### src/design/fwsu_pkg.sv
// constants, register map and carrier types of the flash wait and signature unit
package fwsu_pkg;
  localparam int ADDR_W = 12;
  localparam int FW_W = 17;
  localparam int LINE_W = 128;
  localparam int EE_W = 14;
  // register offsets
  localparam logic [11:0] OFS_ACCESS_CFG = 12'h010;
  localparam logic [11:0] OFS_SIG_FIRST = 12'h020;
  localparam logic [11:0] OFS_SIG_LAST = 12'h024;
  localparam logic [11:0] OFS_SIG_W0 = 12'h02C;
  localparam logic [11:0] OFS_SIG_W1 = 12'h030;
  localparam logic [11:0] OFS_SIG_W2 = 12'h034;
  localparam logic [11:0] OFS_SIG_W3 = 12'h038;
  localparam logic [11:0] OFS_EE_FIRST = 12'h09C;
  localparam logic [11:0] OFS_EE_LAST = 12'h0A0;
  localparam logic [11:0] OFS_EE_RESULT = 12'h0A4;
  localparam logic [11:0] OFS_FLAGS = 12'hFE0;
  localparam logic [11:0] OFS_FLAG_CLR = 12'hFE8;
  // field positions and reset values
  localparam logic [1:0] LAT_CODE_RST = 2'h2;
  localparam int GO_BIT = 17;
  localparam int DONE_BIT = 2;
  localparam int EE_DEVSEL_BIT = 30;
  localparam int EE_GO_BIT = 31;
  localparam logic [FW_W-1:0] FW_ONE = 17'h00001;
  localparam logic [EE_W-1:0] EE_STEP = 14'h0002;
  // compressor feedback taps, arbitrary but fixed
  localparam logic [LINE_W-1:0] MISR_TAPS = 128'h0000_0000_0000_0000_0000_0000_0000_0087;
  localparam logic [15:0] EE_TAPS = 16'h1021;

  typedef enum logic [0:0] {
    ACC_IDLE = 1'b0,
    ACC_BUSY = 1'b1
  } fwsu_acc_e;

  typedef struct packed {
    logic wr;
    logic rd;
    logic [ADDR_W-1:0] addr;
    logic [31:0] wdata;
  } fwsu_bus_s;

  typedef struct packed {
    logic en;
    logic [FW_W-1:0] addr;
  } fwsu_arr_s;
endpackage

### src/design/fwsu_top.sv
// flash wait-state control, flash signature engine and eeprom self-test registers
// Overview of operation
// - access time field sets latency plus one
// - one 128-bit signature over chosen range
// - range bounds counted in 128-bit flash words
// - runs alone; competing flash reads wait
// - first word register, 17 bits, resets zero
// - last word register, 17 bits, resets zero
// - bit 17 starts run, reads zero when stopped
// - stop address and go taken together
// - result read as four 32-bit words
// - reserved start/stop bits: write zeros only
// - eeprom first address even, 14 bits, resets zero
// - eeprom self-test steps even addresses only
// - completion flag set, held until cleared
// - eeprom go bit clears once test starts
`timescale 1ns/1ps
`default_nettype none
module fwsu_top (
  // clock and reset
  input wire logic sys_clk,
  input wire logic rst_n,
  // register port
  input wire fwsu_pkg::fwsu_bus_s bus,
  output logic [31:0] bus_rdata,
  // competing flash reads from the system bus
  input wire logic fl_rd_req,
  input wire logic [fwsu_pkg::FW_W-1:0] fl_rd_addr,
  output logic fl_rd_ack,
  output logic [fwsu_pkg::LINE_W-1:0] fl_rd_data,
  // flash array
  output fwsu_pkg::fwsu_arr_s arr,
  input wire logic [fwsu_pkg::LINE_W-1:0] arr_rdata,
  // eeprom self-test read port
  output logic ee_req,
  output logic [fwsu_pkg::EE_W-1:0] ee_addr,
  output logic ee_dev_lock,
  input wire logic ee_ack,
  input wire logic [15:0] ee_rdata
);
  typedef struct packed {
    logic [1:0] lat_code;
    logic [fwsu_pkg::FW_W-1:0] sig_first;
    logic [fwsu_pkg::FW_W-1:0] sig_last;
    logic sig_busy;
    logic generation_complete_flag;
    logic [fwsu_pkg::FW_W-1:0] sig_cur;
    fwsu_pkg::fwsu_acc_e acc_st;
    logic acc_sig;
    logic [1:0] acc_cnt;
    logic [fwsu_pkg::FW_W-1:0] acc_addr;
    logic rd_ack;
    logic [fwsu_pkg::LINE_W-1:0] rd_data;
    logic [31:0] rdata;
    logic [fwsu_pkg::EE_W-1:0] ee_first;
    logic [fwsu_pkg::EE_W-1:0] ee_last;
    logic ee_devsel;
    logic ee_go;
    logic ee_run;
    logic [fwsu_pkg::EE_W-1:0] ee_cur;
    logic [15:0] ee_data_sig;
    logic [15:0] ee_par_sig;
  } fwsu_state_s;

  fwsu_state_s q, d;
  logic [fwsu_pkg::LINE_W-1:0] sig_val;
  logic acc_fin;
  logic sig_step;
  logic go_wr;
  logic [31:0] rd_mux;

  assign acc_fin = (q.acc_st == fwsu_pkg::ACC_BUSY) && (q.acc_cnt == 2'h0);
  assign sig_step = acc_fin && q.acc_sig;
  // a go write while a run is active is ignored so the range cannot shift mid-run
  assign go_wr = bus.wr && (bus.addr == fwsu_pkg::OFS_SIG_LAST) &&
                 bus.wdata[fwsu_pkg::GO_BIT] && !q.sig_busy;

  fwsu_misr u_misr (
    .sys_clk(sys_clk),
    .rst_n(rst_n),
    .clr(go_wr),
    .en(sig_step),
    .din(arr_rdata),
    .sig(sig_val)
  );

  // read data multiplexer; reserved and unmapped bits read as zero
  always_comb begin
    rd_mux = 32'h0000_0000;
    unique case (bus.addr)
      fwsu_pkg::OFS_ACCESS_CFG: rd_mux[1:0] = q.lat_code;
      fwsu_pkg::OFS_SIG_FIRST: rd_mux[fwsu_pkg::FW_W-1:0] = q.sig_first;
      fwsu_pkg::OFS_SIG_LAST: begin
        rd_mux[fwsu_pkg::FW_W-1:0] = q.sig_last;
        rd_mux[fwsu_pkg::GO_BIT] = q.sig_busy;
      end
      fwsu_pkg::OFS_SIG_W0: rd_mux = sig_val[31:0];
      fwsu_pkg::OFS_SIG_W1: rd_mux = sig_val[63:32];
      fwsu_pkg::OFS_SIG_W2: rd_mux = sig_val[95:64];
      fwsu_pkg::OFS_SIG_W3: rd_mux = sig_val[127:96];
      fwsu_pkg::OFS_EE_FIRST: rd_mux[fwsu_pkg::EE_W-1:0] = q.ee_first;
      fwsu_pkg::OFS_EE_LAST: begin
        rd_mux[fwsu_pkg::EE_W-1:0] = q.ee_last;
        rd_mux[fwsu_pkg::EE_DEVSEL_BIT] = q.ee_devsel;
        rd_mux[fwsu_pkg::EE_GO_BIT] = q.ee_go;
      end
      fwsu_pkg::OFS_EE_RESULT: rd_mux = {q.ee_par_sig, q.ee_data_sig};
      fwsu_pkg::OFS_FLAGS: rd_mux[fwsu_pkg::DONE_BIT] = q.generation_complete_flag;
      default: rd_mux = 32'h0000_0000;
    endcase
  end

  always_comb begin
    d = q;
    d.rd_ack = 1'b0;
    d.rdata = bus.rd ? rd_mux : 32'h0000_0000;

    // register writes
    if (bus.wr) begin
      unique case (bus.addr)
        fwsu_pkg::OFS_ACCESS_CFG: d.lat_code = bus.wdata[1:0];
        fwsu_pkg::OFS_SIG_FIRST: begin
          if (!q.sig_busy) begin
            d.sig_first = bus.wdata[fwsu_pkg::FW_W-1:0];
          end
        end
        fwsu_pkg::OFS_SIG_LAST: begin
          if (!q.sig_busy) begin
            d.sig_last = bus.wdata[fwsu_pkg::FW_W-1:0];
          end
        end
        fwsu_pkg::OFS_EE_FIRST: begin
          d.ee_first = {bus.wdata[fwsu_pkg::EE_W-1:1], 1'b0};
        end
        fwsu_pkg::OFS_EE_LAST: begin
          d.ee_last = {bus.wdata[fwsu_pkg::EE_W-1:1], 1'b0};
          d.ee_devsel = bus.wdata[fwsu_pkg::EE_DEVSEL_BIT];
          if (bus.wdata[fwsu_pkg::EE_GO_BIT] && !q.ee_run) begin
            d.ee_go = 1'b1;
          end
        end
        fwsu_pkg::OFS_FLAG_CLR: begin
          if (bus.wdata[fwsu_pkg::DONE_BIT]) begin
            d.generation_complete_flag = 1'b0;
          end
        end
        default: d.generation_complete_flag = d.generation_complete_flag;
      endcase
    end

    // launch a signature run from the freshly written range
    if (go_wr) begin
      d.sig_busy = 1'b1;
      d.sig_cur = q.sig_first;
    end

    // shared flash access: the engine owns the array for the whole run
    unique case (q.acc_st)
      fwsu_pkg::ACC_IDLE: begin
        if (q.sig_busy) begin
          d.acc_st = fwsu_pkg::ACC_BUSY;
          d.acc_sig = 1'b1;
          d.acc_addr = q.sig_cur;
          d.acc_cnt = q.lat_code;
        end else if (fl_rd_req && !go_wr) begin
          d.acc_st = fwsu_pkg::ACC_BUSY;
          d.acc_sig = 1'b0;
          d.acc_addr = fl_rd_addr;
          d.acc_cnt = q.lat_code;
        end
      end
      fwsu_pkg::ACC_BUSY: begin
        if (q.acc_cnt != 2'h0) begin
          d.acc_cnt = q.acc_cnt - 2'h1;
        end else begin
          d.acc_st = fwsu_pkg::ACC_IDLE;
          if (!q.acc_sig) begin
            d.rd_ack = 1'b1;
            d.rd_data = arr_rdata;
          end
        end
      end
    endcase

    // walk the range; the completion flag set wins over a clear in the same cycle
    if (sig_step) begin
      if (q.sig_cur >= q.sig_last) begin
        d.sig_busy = 1'b0;
        d.generation_complete_flag = 1'b1;
      end else begin
        d.sig_cur = q.sig_cur + fwsu_pkg::FW_ONE;
      end
    end

    // eeprom self-test: go bit falls as the run begins
    if (q.ee_go && !q.ee_run) begin
      d.ee_go = 1'b0;
      d.ee_run = 1'b1;
      d.ee_cur = q.ee_first;
      d.ee_data_sig = 16'h0000;
      d.ee_par_sig = 16'h0000;
    end else if (q.ee_run && ee_ack) begin
      d.ee_data_sig = {q.ee_data_sig[14:0], 1'b0} ^ ee_rdata ^
                      (q.ee_data_sig[15] ? fwsu_pkg::EE_TAPS : 16'h0000);
      d.ee_par_sig = {q.ee_par_sig[14:0], q.ee_par_sig[15]} ^
                     {14'h0000, ^ee_rdata[15:8], ^ee_rdata[7:0]};
      if (q.ee_cur >= q.ee_last) begin
        d.ee_run = 1'b0;
      end else begin
        d.ee_cur = q.ee_cur + fwsu_pkg::EE_STEP;
      end
    end
  end

  always_ff @(posedge sys_clk or negedge rst_n) begin
    if (!rst_n) begin
      q <= '0;
      q.lat_code <= fwsu_pkg::LAT_CODE_RST;
      q.acc_st <= fwsu_pkg::ACC_IDLE;
    end else begin
      q <= d;
    end
  end

  assign bus_rdata = q.rdata;
  assign fl_rd_ack = q.rd_ack;
  assign fl_rd_data = q.rd_data;
  assign arr.en = (q.acc_st == fwsu_pkg::ACC_BUSY);
  assign arr.addr = q.acc_addr;
  assign ee_req = q.ee_run;
  assign ee_addr = q.ee_cur;
  assign ee_dev_lock = q.ee_devsel;

  // helper: cycles spent in the current access
  logic [2:0] acc_len_q;
  always_ff @(posedge sys_clk or negedge rst_n) begin
    if (!rst_n) begin
      acc_len_q <= 3'h0;
    end else if (q.acc_st == fwsu_pkg::ACC_BUSY && !acc_fin) begin
      acc_len_q <= acc_len_q + 3'h1;
    end else begin
      acc_len_q <= 3'h0;
    end
  end
endmodule
`default_nettype wire

### src/design/fwsu_misr.sv
// 128-bit multiple-input signature register for the flash signature engine
`timescale 1ns/1ps
`default_nettype none
module fwsu_misr (
  // clock and reset
  input wire logic sys_clk,
  input wire logic rst_n,
  // control
  input wire logic clr,
  input wire logic en,
  input wire logic [fwsu_pkg::LINE_W-1:0] din,
  // result
  output logic [fwsu_pkg::LINE_W-1:0] sig
);
  typedef struct packed {
    logic [fwsu_pkg::LINE_W-1:0] sig;
  } fwsu_misr_s;

  fwsu_misr_s q, d;

  always_comb begin
    d = q;
    if (clr) begin
      d.sig = '0;
    end else if (en) begin
      // shift, fold in the flash word, feed the top bit back through the taps
      d.sig = {q.sig[fwsu_pkg::LINE_W-2:0], 1'b0} ^ din ^
              (q.sig[fwsu_pkg::LINE_W-1] ? fwsu_pkg::MISR_TAPS : '0);
    end
  end

  always_ff @(posedge sys_clk or negedge rst_n) begin
    if (!rst_n) begin
      q <= '0;
    end else begin
      q <= d;
    end
  end

  assign sig = q.sig;
endmodule
`default_nettype wire

### config.mk
export PLATFORM = sky130hd
export DESIGN_NAME = fwsu_top
export DESIGN_NICKNAME = d
export VERILOG_FILES = /design/src/design/fwsu_pkg.sv /design/src/design/fwsu_top.sv /design/src/design/fwsu_misr.sv
export SDC_FILE = /design/constraint.sdc
export NUM_CORES = 1
export LEC_CHECK = 0
export ABC_AREA = 1
export BUFFER_PORTS_ARGS = -buffer_cell sky130_fd_sc_hd__buf_2
export CAP_MARGIN = 20
export CELL_PAD_IN_SITES_DETAIL_PLACEMENT = 1
export CELL_PAD_IN_SITES_GLOBAL_PLACEMENT = 2
export CORE_ASPECT_RATIO = 2
export CORE_MARGIN = 2
export CORE_UTILIZATION = 30
export DETAILED_ROUTE_END_ITERATION = 10
export PLACE_DENSITY_LB_ADDON = 0.15
export SKIP_LAST_GASP = 1
export SLEW_MARGIN = 20
export SYNTH_ARGS = -nofsm -noshare
export SYNTH_HDL_FRONTEND = slang
export SYNTH_SLANG_ARGS = --single-unit
### constraint.sdc
create_clock -name sys_clk -period 2 [get_ports sys_clk]
set_clock_uncertainty 0.05 [all_clocks]
set_input_delay 0.2 -clock sys_clk [delete_from_list [all_inputs] [get_ports sys_clk]]
set_output_delay 0.2 -clock sys_clk [all_outputs]
set_load 0.02 [all_outputs]
# ---- Word-level counts from Yosys, hierarchy flattened
# Cells that the tools add are included.
dict set report totals {
  regBits 440
  wordCells 122
}
dict set report classes {
  add_sub_neg 3
  n_lt_le_gt_ge 2
  eq_ne 15
  mux 37
  bitwise 9
  reduce_logical 34
}
# cell count
set ops {}
lappend ops {{2-to-1 mux 129 bit} 3}
lappend ops {{2-to-1 mux 128 bit} 2}
lappend ops {{XOR 128 bit} 2}
lappend ops {{one-hot mux 11 bit (9 select lines)} 1}
lappend ops {{2-to-1 mux 47 bit} 2}
lappend ops {{equality test 12 x 6 -> 1 bit (second input constant)} 6}
lappend ops {{one-hot mux 12 bit (5 select lines)} 1}
lappend ops {{2-to-1 mux 21 bit} 2}
lappend ops {{equality test 12 x 8 -> 1 bit (second input constant)} 3}
lappend ops {{2-to-1 mux 17 bit} 2}
lappend ops {{2-to-1 mux 32 bit} 1}
lappend ops {{equality test 12 bit (second input constant)} 2}
lappend ops {{one-hot mux 3 bit (7 select lines)} 1}
lappend ops {{one-hot mux 2 bit (10 select lines)} 1}
lappend ops {{2-to-1 mux 19 bit} 1}
lappend ops {{adder 17 x 1 -> 17 bit (second input constant)} 1}
lappend ops {{>= comparator 17 bit} 1}
lappend ops {{nonzero test 2 bit} 8}
lappend ops {{XOR reduction 8 bit} 2}
lappend ops {{XOR 16 x 13 -> 16 bit} 1}
lappend ops {{XOR 16 bit} 1}
lappend ops {{XOR 16 x 2 -> 16 bit} 1}
lappend ops {{adder 14 x 2 -> 14 bit (second input constant)} 1}
lappend ops {{>= comparator 14 bit} 1}
lappend ops {{21 further kinds} 53}

# ---- Depth between registers and ports, before layout
# Gate-level depths: netlist of run 1.
dict set report depth {
  word_depth 9
  mapped_depth 14
  ltp_nobuf 13
}

# ---- By module
# From an unflattened synthesis of run 1, not the netlist that was laid out.
dict set report unflattened {
  hier_cells 2839
  area_unflattened_um2 23164.7
}
# module instances cells_each area_each_um2 seq_area_each_um2
set by_module_without_submodules {}
lappend by_module_without_submodules {fwsu_top 1 2274 17260.3 7783.7}
lappend by_module_without_submodules {fwsu_misr 1 565 5904.4 3203.1}

# ---- Worst setup path before layout of run 1
# OpenSTA, ideal clock, no wires.
dict set report synth_timing {
  path_type {reg2reg}
  from {register q (netlist bit ee_addr[3])}
  to {register q (netlist bit ee_addr[10])}
  setup_ns 0.066
  t_arrival_ns 1.833
  setup_slack_ns 0.051
  path_stages_with_launch 12
  n_path_buf 1
  synth_period_minus_slack_ns 1.949
  cell_sequence {dfrtp_1 > ha_1 > nand2_1 > inv_1 > o21bai_1 > nand2_1 > o21ai_0 > nand3_1 > nand2_1 > clkbuf_1 > nand3_1 > nand2_1}
}
dict set report synth_between {
  elab_chain_cells 4
  word_cells_on_any_way 7
}
# item line
set synth_lines {}
lappend synth_lines {{start: declaration} fwsu_top.sv:65} ;# fwsu_state_s q, d;
lappend synth_lines {{adder 14 x 2 -> 14 bit} fwsu_top.sv:210} ;# d.ee_cur = q.ee_cur + fwsu_pkg::EE_STEP;
lappend synth_lines {{2-to-1 mux 14 bit} fwsu_top.sv:207} ;# if (q.ee_cur >= q.ee_last) begin
lappend synth_lines {{2-to-1 mux 47 bit} fwsu_top.sv:202} ;# end else if (q.ee_run && ee_ack) begin
lappend synth_lines {{2-to-1 mux 47 bit} fwsu_top.sv:196} ;# if (q.ee_go && !q.ee_run) begin
# Parallel ways exist; a longest one is shown, timed or not. The select of a mux whose other input is x is not followed.
# A chain may end at the register's enable or synchronous reset.

==> results of run 1 <==
==> repair_timing <==
item	CTS	global route
hold buffers	184	0
endpoints found under the setup margin	129	195
setup buffers	5	9
endpoints found under the hold margin	675	0
resized for setup	22	50
pin swaps	11	16
==> cells by family after synthesis <==
| group | Yosys count | share of synthesized area |
|---|---|---|
| xor gates and xnor gates | 112 | 0.0415 |
| and+or+nand+nor | 1195 | 0.202 |
| AOI/OAI and AO/OA | 451 | 0.119 |
| DFF | 439 | 0.464 |
| other | 1 | 0.000159 |
| adders and majority gates | 33 | 0.0175 |
| buffers and inverters | 780 | 0.156 |
==> power by group through the flow <==
stage	Clock (uW)	Sequential [uW]	Combinational (uW)
after detailed placement	0	13300	10800
after floorplan	0	12500	8530
after CTS	10100	13200	11200
final	9760	13100	11000
after global routing	10300	13400	12200
after global placement	0	13200	10500
==> state kept, by name, indices dropped and copies added (netlist names) <==
register     flops
ee_addr         13
u_misr.sig     128
q              117
fl_rd_data     128
bus_rdata       32
ee_req           1
arr             18
fl_rd_ack        1
ee_dev_lock      1
==> final cells by class <==
cell class,count,area [um^2]
Timing Repair Buffer,773,5720
Inverter,467,1770
Fill cell,9383,47300
Sequential cell,439,11000
Multi-Input combinational cell,1792,9210
Clock buffer,63,1370
Tap cell,1029,1290
Clock inverter,27,315
==> worst max path at each step <==
stage	to	slack, ns	cells after the start
2_1_floorplan	ee_addr[10]	0.05	11
3_3_place_gp	u_misr.sig[67]	-0.24	8
3_5_place_dp	u_misr.sig[67]	-0.33	8
4_1_cts	q[271]	-0.04	13
5_1_grt	q[267]	-0.15	13
6_report	q[271]	-0.04	13
==> per-layer routing <==
metal,vias to the layer above,GRT usage,share of wire
met5,-,0,0
li1,10300,-,-
met4,0,0.118,0.055
met1,10700,0.262,0.37
met2,524,0.470,0.54
met3,162,0.0256,0.033
==> stage by stage <==
step | setup WS [ns] | instance area [um^2]
6_report | -0.0378 | 30700
5_1_grt | -0.150 | 30700
4_1_cts | -0.0445 | 30400
3_5_place_dp | -0.335 | 26800
3_3_place_gp | -0.239 | 26800
2_1_floorplan | 0.0511 | 23700
==> synth_stat cells, types with 8 or more instances <==
master | number | area [um^2]
nand2_1 | 771 | 2890
inv_1 | 456 | 1710
dfrtp_1 | 438 | 11000
nor2_1 | 266 | 998
buf_4 | 196 | 1470
o21ai_0 | 196 | 981
nand3_1 | 102 | 510
clkbuf_1 | 90 | 338
o22ai_1 | 73 | 457
o311ai_0 | 70 | 613
xor2_1 | 70 | 613
o211ai_1 | 67 | 503
xnor2_1 | 42 | 368
a21oi_1 | 35 | 175
ha_1 | 33 | 413
nor3_1 | 23 | 115
buf_2 | 18 | 90.1
nand4_1 | 10 | 62.6
buf_1 | 8 | 30.0
==> critical path, stage by stage (launching register included) <==
cell	delay, ns
dfrtp_1	0.43
ha_1	0.32
nand2_2	0.06
nor2_2	0.11
o21ai_1	0.07
nor2_1	0.16
nand2_1	0.09
nand3_2	0.08
inv_2	0.05
nand3_4	0.06
buf_12	0.14
clkinvlp_4	0.15
nand2_1	0.11
nand2_1	0.05
==> out/metrics.yaml, run 1 <==
hold_path:
  holdPathEnd: "arr[7]"
  hold_depth: 5
  hold_class: "primary input to register"
  hp-start: "fl_rd_req"
timing:
  max_clock_freq_mhz: 491
  slew_headroom: 0.638
  setup_violations: 7
  min_period_over_period: 1.02
  finalHoldWorstSlack_ns: -0.00828
  finalHoldViolations: 3
  fin_crit_ns: 2.04
  tightest_slew_ns: 0.543
  drv_slew: 0
  tns_ns: -0.147
  rsz0062_at_grt: "true"
  setup_ws_ns: -0.0378
placed_design:
  dp_hpwl_mm: 78.6
  dp_cells: 4302
  gp_congestion: 0.883
  portBuffers: 392
yosys:
  synth_seq_cells: 439
  seq_area_frac_synth: 0.464
  syn_area_um2: 23700
  syn_nets: 3255
  synthCells: 3011
  synthDistinctLibCells: 39
  synth-edff-count: 0
  async_flop_share: 1.00
  synth_ff_type: "dfrtp_1"
  syn_area_per_cell_um2: 7.86
  synth-warning-count: 0
routing:
  drtIter0Drc: 995
  first_pass_iters: 5
  wl_mm: 99.9
  vias_per_cell: 4.72
  vias: 21700
  ant_nets: 0
  wire_per_inst_um: 21.8
  drc: 0
floorplanning:
  rows: 145
  core_area_um2: 78000
  chipHeight_um: 401
  start_util: 0.303
  dieArea_um2: 81200
  fp.dieW_um: 203
  ioPinCount: 406
global_route:
  grt_pass1_wl_mm: 149
  grt_max_degree: 102
  grt-ovfl-total: 0
  antenna_found_initial: 0
  grt_pass1_vias: 23600
  grt_util_all_layers: 0.245
finish:
  drive_above_1_share: 0.211
  fin_util: 0.393
  area_growth_pct: 29.6
  nets: 3765
  n_antenna_cell: 0
  instances_no_fill: 4590
  final_common_cell: "nand2_1"
  layout_common_cells: "nand2_1, inv_1, dfrtp_1"
setup_path:
  crit_path_end_kind: "register"
  cp-start-kind: "register"
  startpoint: "q[262]"
  crit_path_max_fanout: 8
  rr_worst_depth: 13
  critical_path_required_ns: 2.45
  rr_endpoint: "q[271]"
  arrival_ns: 2.48
  ff2ff_setup_slack_ns: -0.04
  rr_startpoint: "q[262]"
  crit_type: "register to register"
clocking:
  cts-root-buf: "clkbuf_16"
  cts_tree: "yes"
  cts_buffer_depth: 3
  cts_max_level: 2
  cts.sinks: 439
  clk_latency_ns: 0.62
  numCtsBuffers: 48
  clk_pin_slew_ns: 0.07
power:
  power_frac_seq: 0.388
  swShare: 0.390
  vdd_drop_max_mv: 0.605
  internal_power_uw: 20700
  p_clk_frac: 0.288
  power_switching_uw: 13200
  total_power_uw: 33900
  p_leak_uw: 0.0162
  powerDensity_nw_per_um2: 1100
  p_comb_frac: 0.324
status:
  status: "complete, but fails checks"
  violations: "hold timing, setup timing"
run:
  maxCapViolCount: 0
(Power assumes the default switching activity.)
==> inputs of run 2 (changes only) <==
--- a/config.mk
+++ b/config.mk
@@ -8,13 +8,13 @@
 export ABC_AREA = 1
 export BUFFER_PORTS_ARGS = -buffer_cell sky130_fd_sc_hd__buf_2
 export CAP_MARGIN = 20
-export CELL_PAD_IN_SITES_DETAIL_PLACEMENT = 1
-export CELL_PAD_IN_SITES_GLOBAL_PLACEMENT = 2
 export CORE_ASPECT_RATIO = 2
 export CORE_MARGIN = 2
-export CORE_UTILIZATION = 30
+export CORE_UTILIZATION = 52
 export DETAILED_ROUTE_END_ITERATION = 10
+export GPL_ROUTABILITY_DRIVEN = 0
 export PLACE_DENSITY_LB_ADDON = 0.15
+export SETUP_SLACK_MARGIN = 0.2
 export SKIP_LAST_GASP = 1
 export SLEW_MARGIN = 20
 export SYNTH_ARGS = -nofsm -noshare
==> run 2 against run 1 <==
- the run now ends clean
- sequential power about the same
- clock power decreased by 19%
- non-clock buffer count decreased by 40
- sequential share of layout area increased by 1.1 points
- routed wire length decreased by 17%
- highest routed layer unchanged
==> out/metrics.yaml, run 2 (synthesis gave the netlist of run 1 again) <==
status:
  status: "finished clean"  # was complete, but fails checks
routing:
  vias: 21900  # was 21,700
  ant_nets: 0  # unchanged
  drc: 0  # unchanged
  wire_per_inst_um: 20.3  # was 21.8 um
  vias_per_cell: 5.39  # was 4.72
  first_pass_iters: 6  # was 5
  wl_mm: 82.5  # was 99.9 mm
  drtIter0Drc: 1661  # was 995
finish:
  fill_cells: 3889  # was 9,383
  multi_input_area_um2: 9570  # was 9210 um^2
  finalInstanceArea_um2: 29800  # was 30,700 um^2
  final_common_cell: "nand2_1"  # unchanged
  layout_common_cells: "nand2_1, inv_1, dfrtp_1"  # unchanged
  fin_util: 0.662  # was 0.393
  area_growth_pct: 25.9  # was 29.6%
  regArea_um2: 11000  # about the same
  nets: 3717  # was 3,765
  drive_above_1_share: 0.216  # was 0.211
hold_path:
  hp-start: "ee_ack"  # was fl_rd_req
  hold_class: "primary input to register"  # unchanged
  holdPathEnd: "q[21]"  # was arr[7]
  hold_depth: 3  # was 5
setup_path:
  worstPathCellList: "dlygate4sd3_1, buf_2, inv_1, nor2_2, nand4_4, buf_4, buf_16, o311ai_0, inv_1"  # was ha_1, nand2_2, nor2_2, o21ai_1, nor2_1, nand2_1, nand3_2, inv_2, nand3_4, buf_12, clkinvlp_4, nand2_1, nand2_1
  ff2ff_setup_slack_ns: 0.12  # was -0.04 ns
  cpMostUsedCell: "inv_1"  # was nand2_1
  arrival_ns: 2.26  # was 2.48 ns
  rr_startpoint: "q[281]"  # was q[262]
  rr_endpoint: "q[267]"  # was q[271]
  slowest_delay_ns: 0.51  # was 0.43 ns
  crit_type: "primary input to register"  # was register to register
  crit_path_end_kind: "register"  # unchanged
  cp-start-kind: "primary input"  # was register
  critical_path_required_ns: 2.38  # was 2.45 ns
  slowest_stage: "dlygate4sd3_1"  # was dfrtp_1
  crit_path_max_fanout: 64  # was 8
  rr_worst_depth: 14  # was 13
clocking:
  cts_max_level: 2  # unchanged
  numCtsBuffers: 39  # was 48
  cts.sinks: 439  # unchanged
  clk_pin_slew_ns: 0.07  # about the same
  cts_tree: "yes"  # unchanged
  cts_buffer_depth: 3  # unchanged
  cts-root-buf: "clkbuf_16"  # unchanged
  clk_latency_ns: 0.56  # was 0.62 ns
floorplanning:
  rows: 110  # was 145
  fp.dieW_um: 155  # was 203 um
  core_area_um2: 45000  # was 78,000 um^2
  chipHeight_um: 306  # was 401 um
  ioPinCount: 406  # unchanged
  dieArea_um2: 47300  # was 81,200 um^2
  start_util: 0.526  # was 0.303
timing:
  rsz0062_at_grt: "true"  # unchanged
  tightest_slew_ns: 0.584  # was 0.543 ns
  slew_headroom: 0.611  # was 0.638
  tns_ns: 0  # was -0.147 ns
  setup_violations: 0  # was 7
  finalHoldViolations: 0  # was 3
  max_clock_freq_mhz: 532  # was 491 MHz
  setup_ws_ns: 0.121  # was -0.0378 ns
  drv_slew: 0  # unchanged
  fin_crit_ns: 1.88  # was 2.04 ns
  min_period_over_period: 0.940  # was 1.02
global_route:
  grt.met1_usage: 0.343  # was 0.262
  grt_use_met2: 0.608  # was 0.470
  grtUsageMet3: 0.0356  # was 0.0256
  antenna_found_initial: 1  # was 0
  grt_max_degree: 129  # was 102
  top_usage_layer: "met2"  # unchanged
  grt_pass1_vias: 21900  # was 23,600
  grt-ovfl-total: 0  # unchanged
  grt_pass1_wl_mm: 121  # was 149 mm
  grt_util_all_layers: 0.338  # was 0.245
power:
  power_frac_seq: 0.409  # was 0.388
  p_clk_frac: 0.250  # was 0.288
  swShare: 0.385  # was 0.390
  power_switching_uw: 12200  # was 13,200 uW
  vdd_drop_max_mv: 0.730  # was 0.605 mV
  p_leak_uw: 0.0159  # was 0.0162 uW
  powerDensity_nw_per_um2: 1070  # was 1100 nW/um^2
  p_comb_frac: 0.341  # was 0.324
  internal_power_uw: 19600  # was 20,700 uW
placed_design:
  portBuffers: 392  # unchanged
  pre_cts_slack_ns: -0.00447  # was -0.335 ns
  placed_cell_area_um2: 25500  # was 26,800 um^2
  dp_hpwl_mm: 60.9  # was 78.6 mm
run:
  maxCapViolCount: 0  # unchanged
run 2: how the worst max path moves through the flow:
stage                        from        endpoint  slack [ns]
after global routing       q[293]          q[271]       0.007
after detailed placement   q[281]          q[259]      -0.004
after floorplan            q[255]  fl_rd_data[14]        0.20
final                     bus[45]  u_misr.sig[32]        0.12
after CTS                  q[263]          q[259]        0.17
after global placement    bus[43]          q[272]        0.04
run 2: through the flow:
stage | total power (uW) | cells | hold WS, ns
floorplan | 21100 | 3011 | -0.146
global placement | 23000 | 3764 | 0.00612
detailed placement | 23300 | 3764 | 0.00977
CTS | 31700 | 4037 | 0.00489
global route | 33500 | 4061 | 0.0492
finish | 31800 | 4062 | 0.0191
run 2: cell type report:
class                   instances  share of cell area
clock buffers                  58              0.0379
flip-flops and latches        439               0.369
diodes                          1           0.0000840
repair inverters                1            0.000210
repair buffers                733               0.183
multi-input cells            1792               0.321
well taps                     560              0.0235
inverters                     467              0.0595
clock inverters                11             0.00571
run 2: layer usage:
metal,share of wire,vias to the layer above
li1,-,10200
met4,0.11,0
met3,0.051,328
met2,0.51,978
met5,0,-
met1,0.33,10400
run 2: power groups by stage:
stage	registers, uW	logic [uW]	clock network [uW]
2_1_floorplan	12500	8530	0
3_3_place_gp	13000	9930	0
3_5_place_dp	13100	10200	0
4_1_cts	13000	10600	8050
5_1_grt	13200	12000	8340
6_report	13000	10800	7940
run 2: worst max-delay path: cells and delay by family:
family,cells,cell delay [ns]
AOI/OAI and AO/OA,1,0.20
buffers and inverters,6,1.32
and+or+nand+nor,2,0.40
run 2: timing repair:
action	4_1_cts	5_1_grt
gates resized for setup	81	120
setup buffers	19	18
setup endpoints to repair	212	146
pin swaps	14	44
hold endpoints to repair	620	0
cloned	3	6
hold buffers	182	0
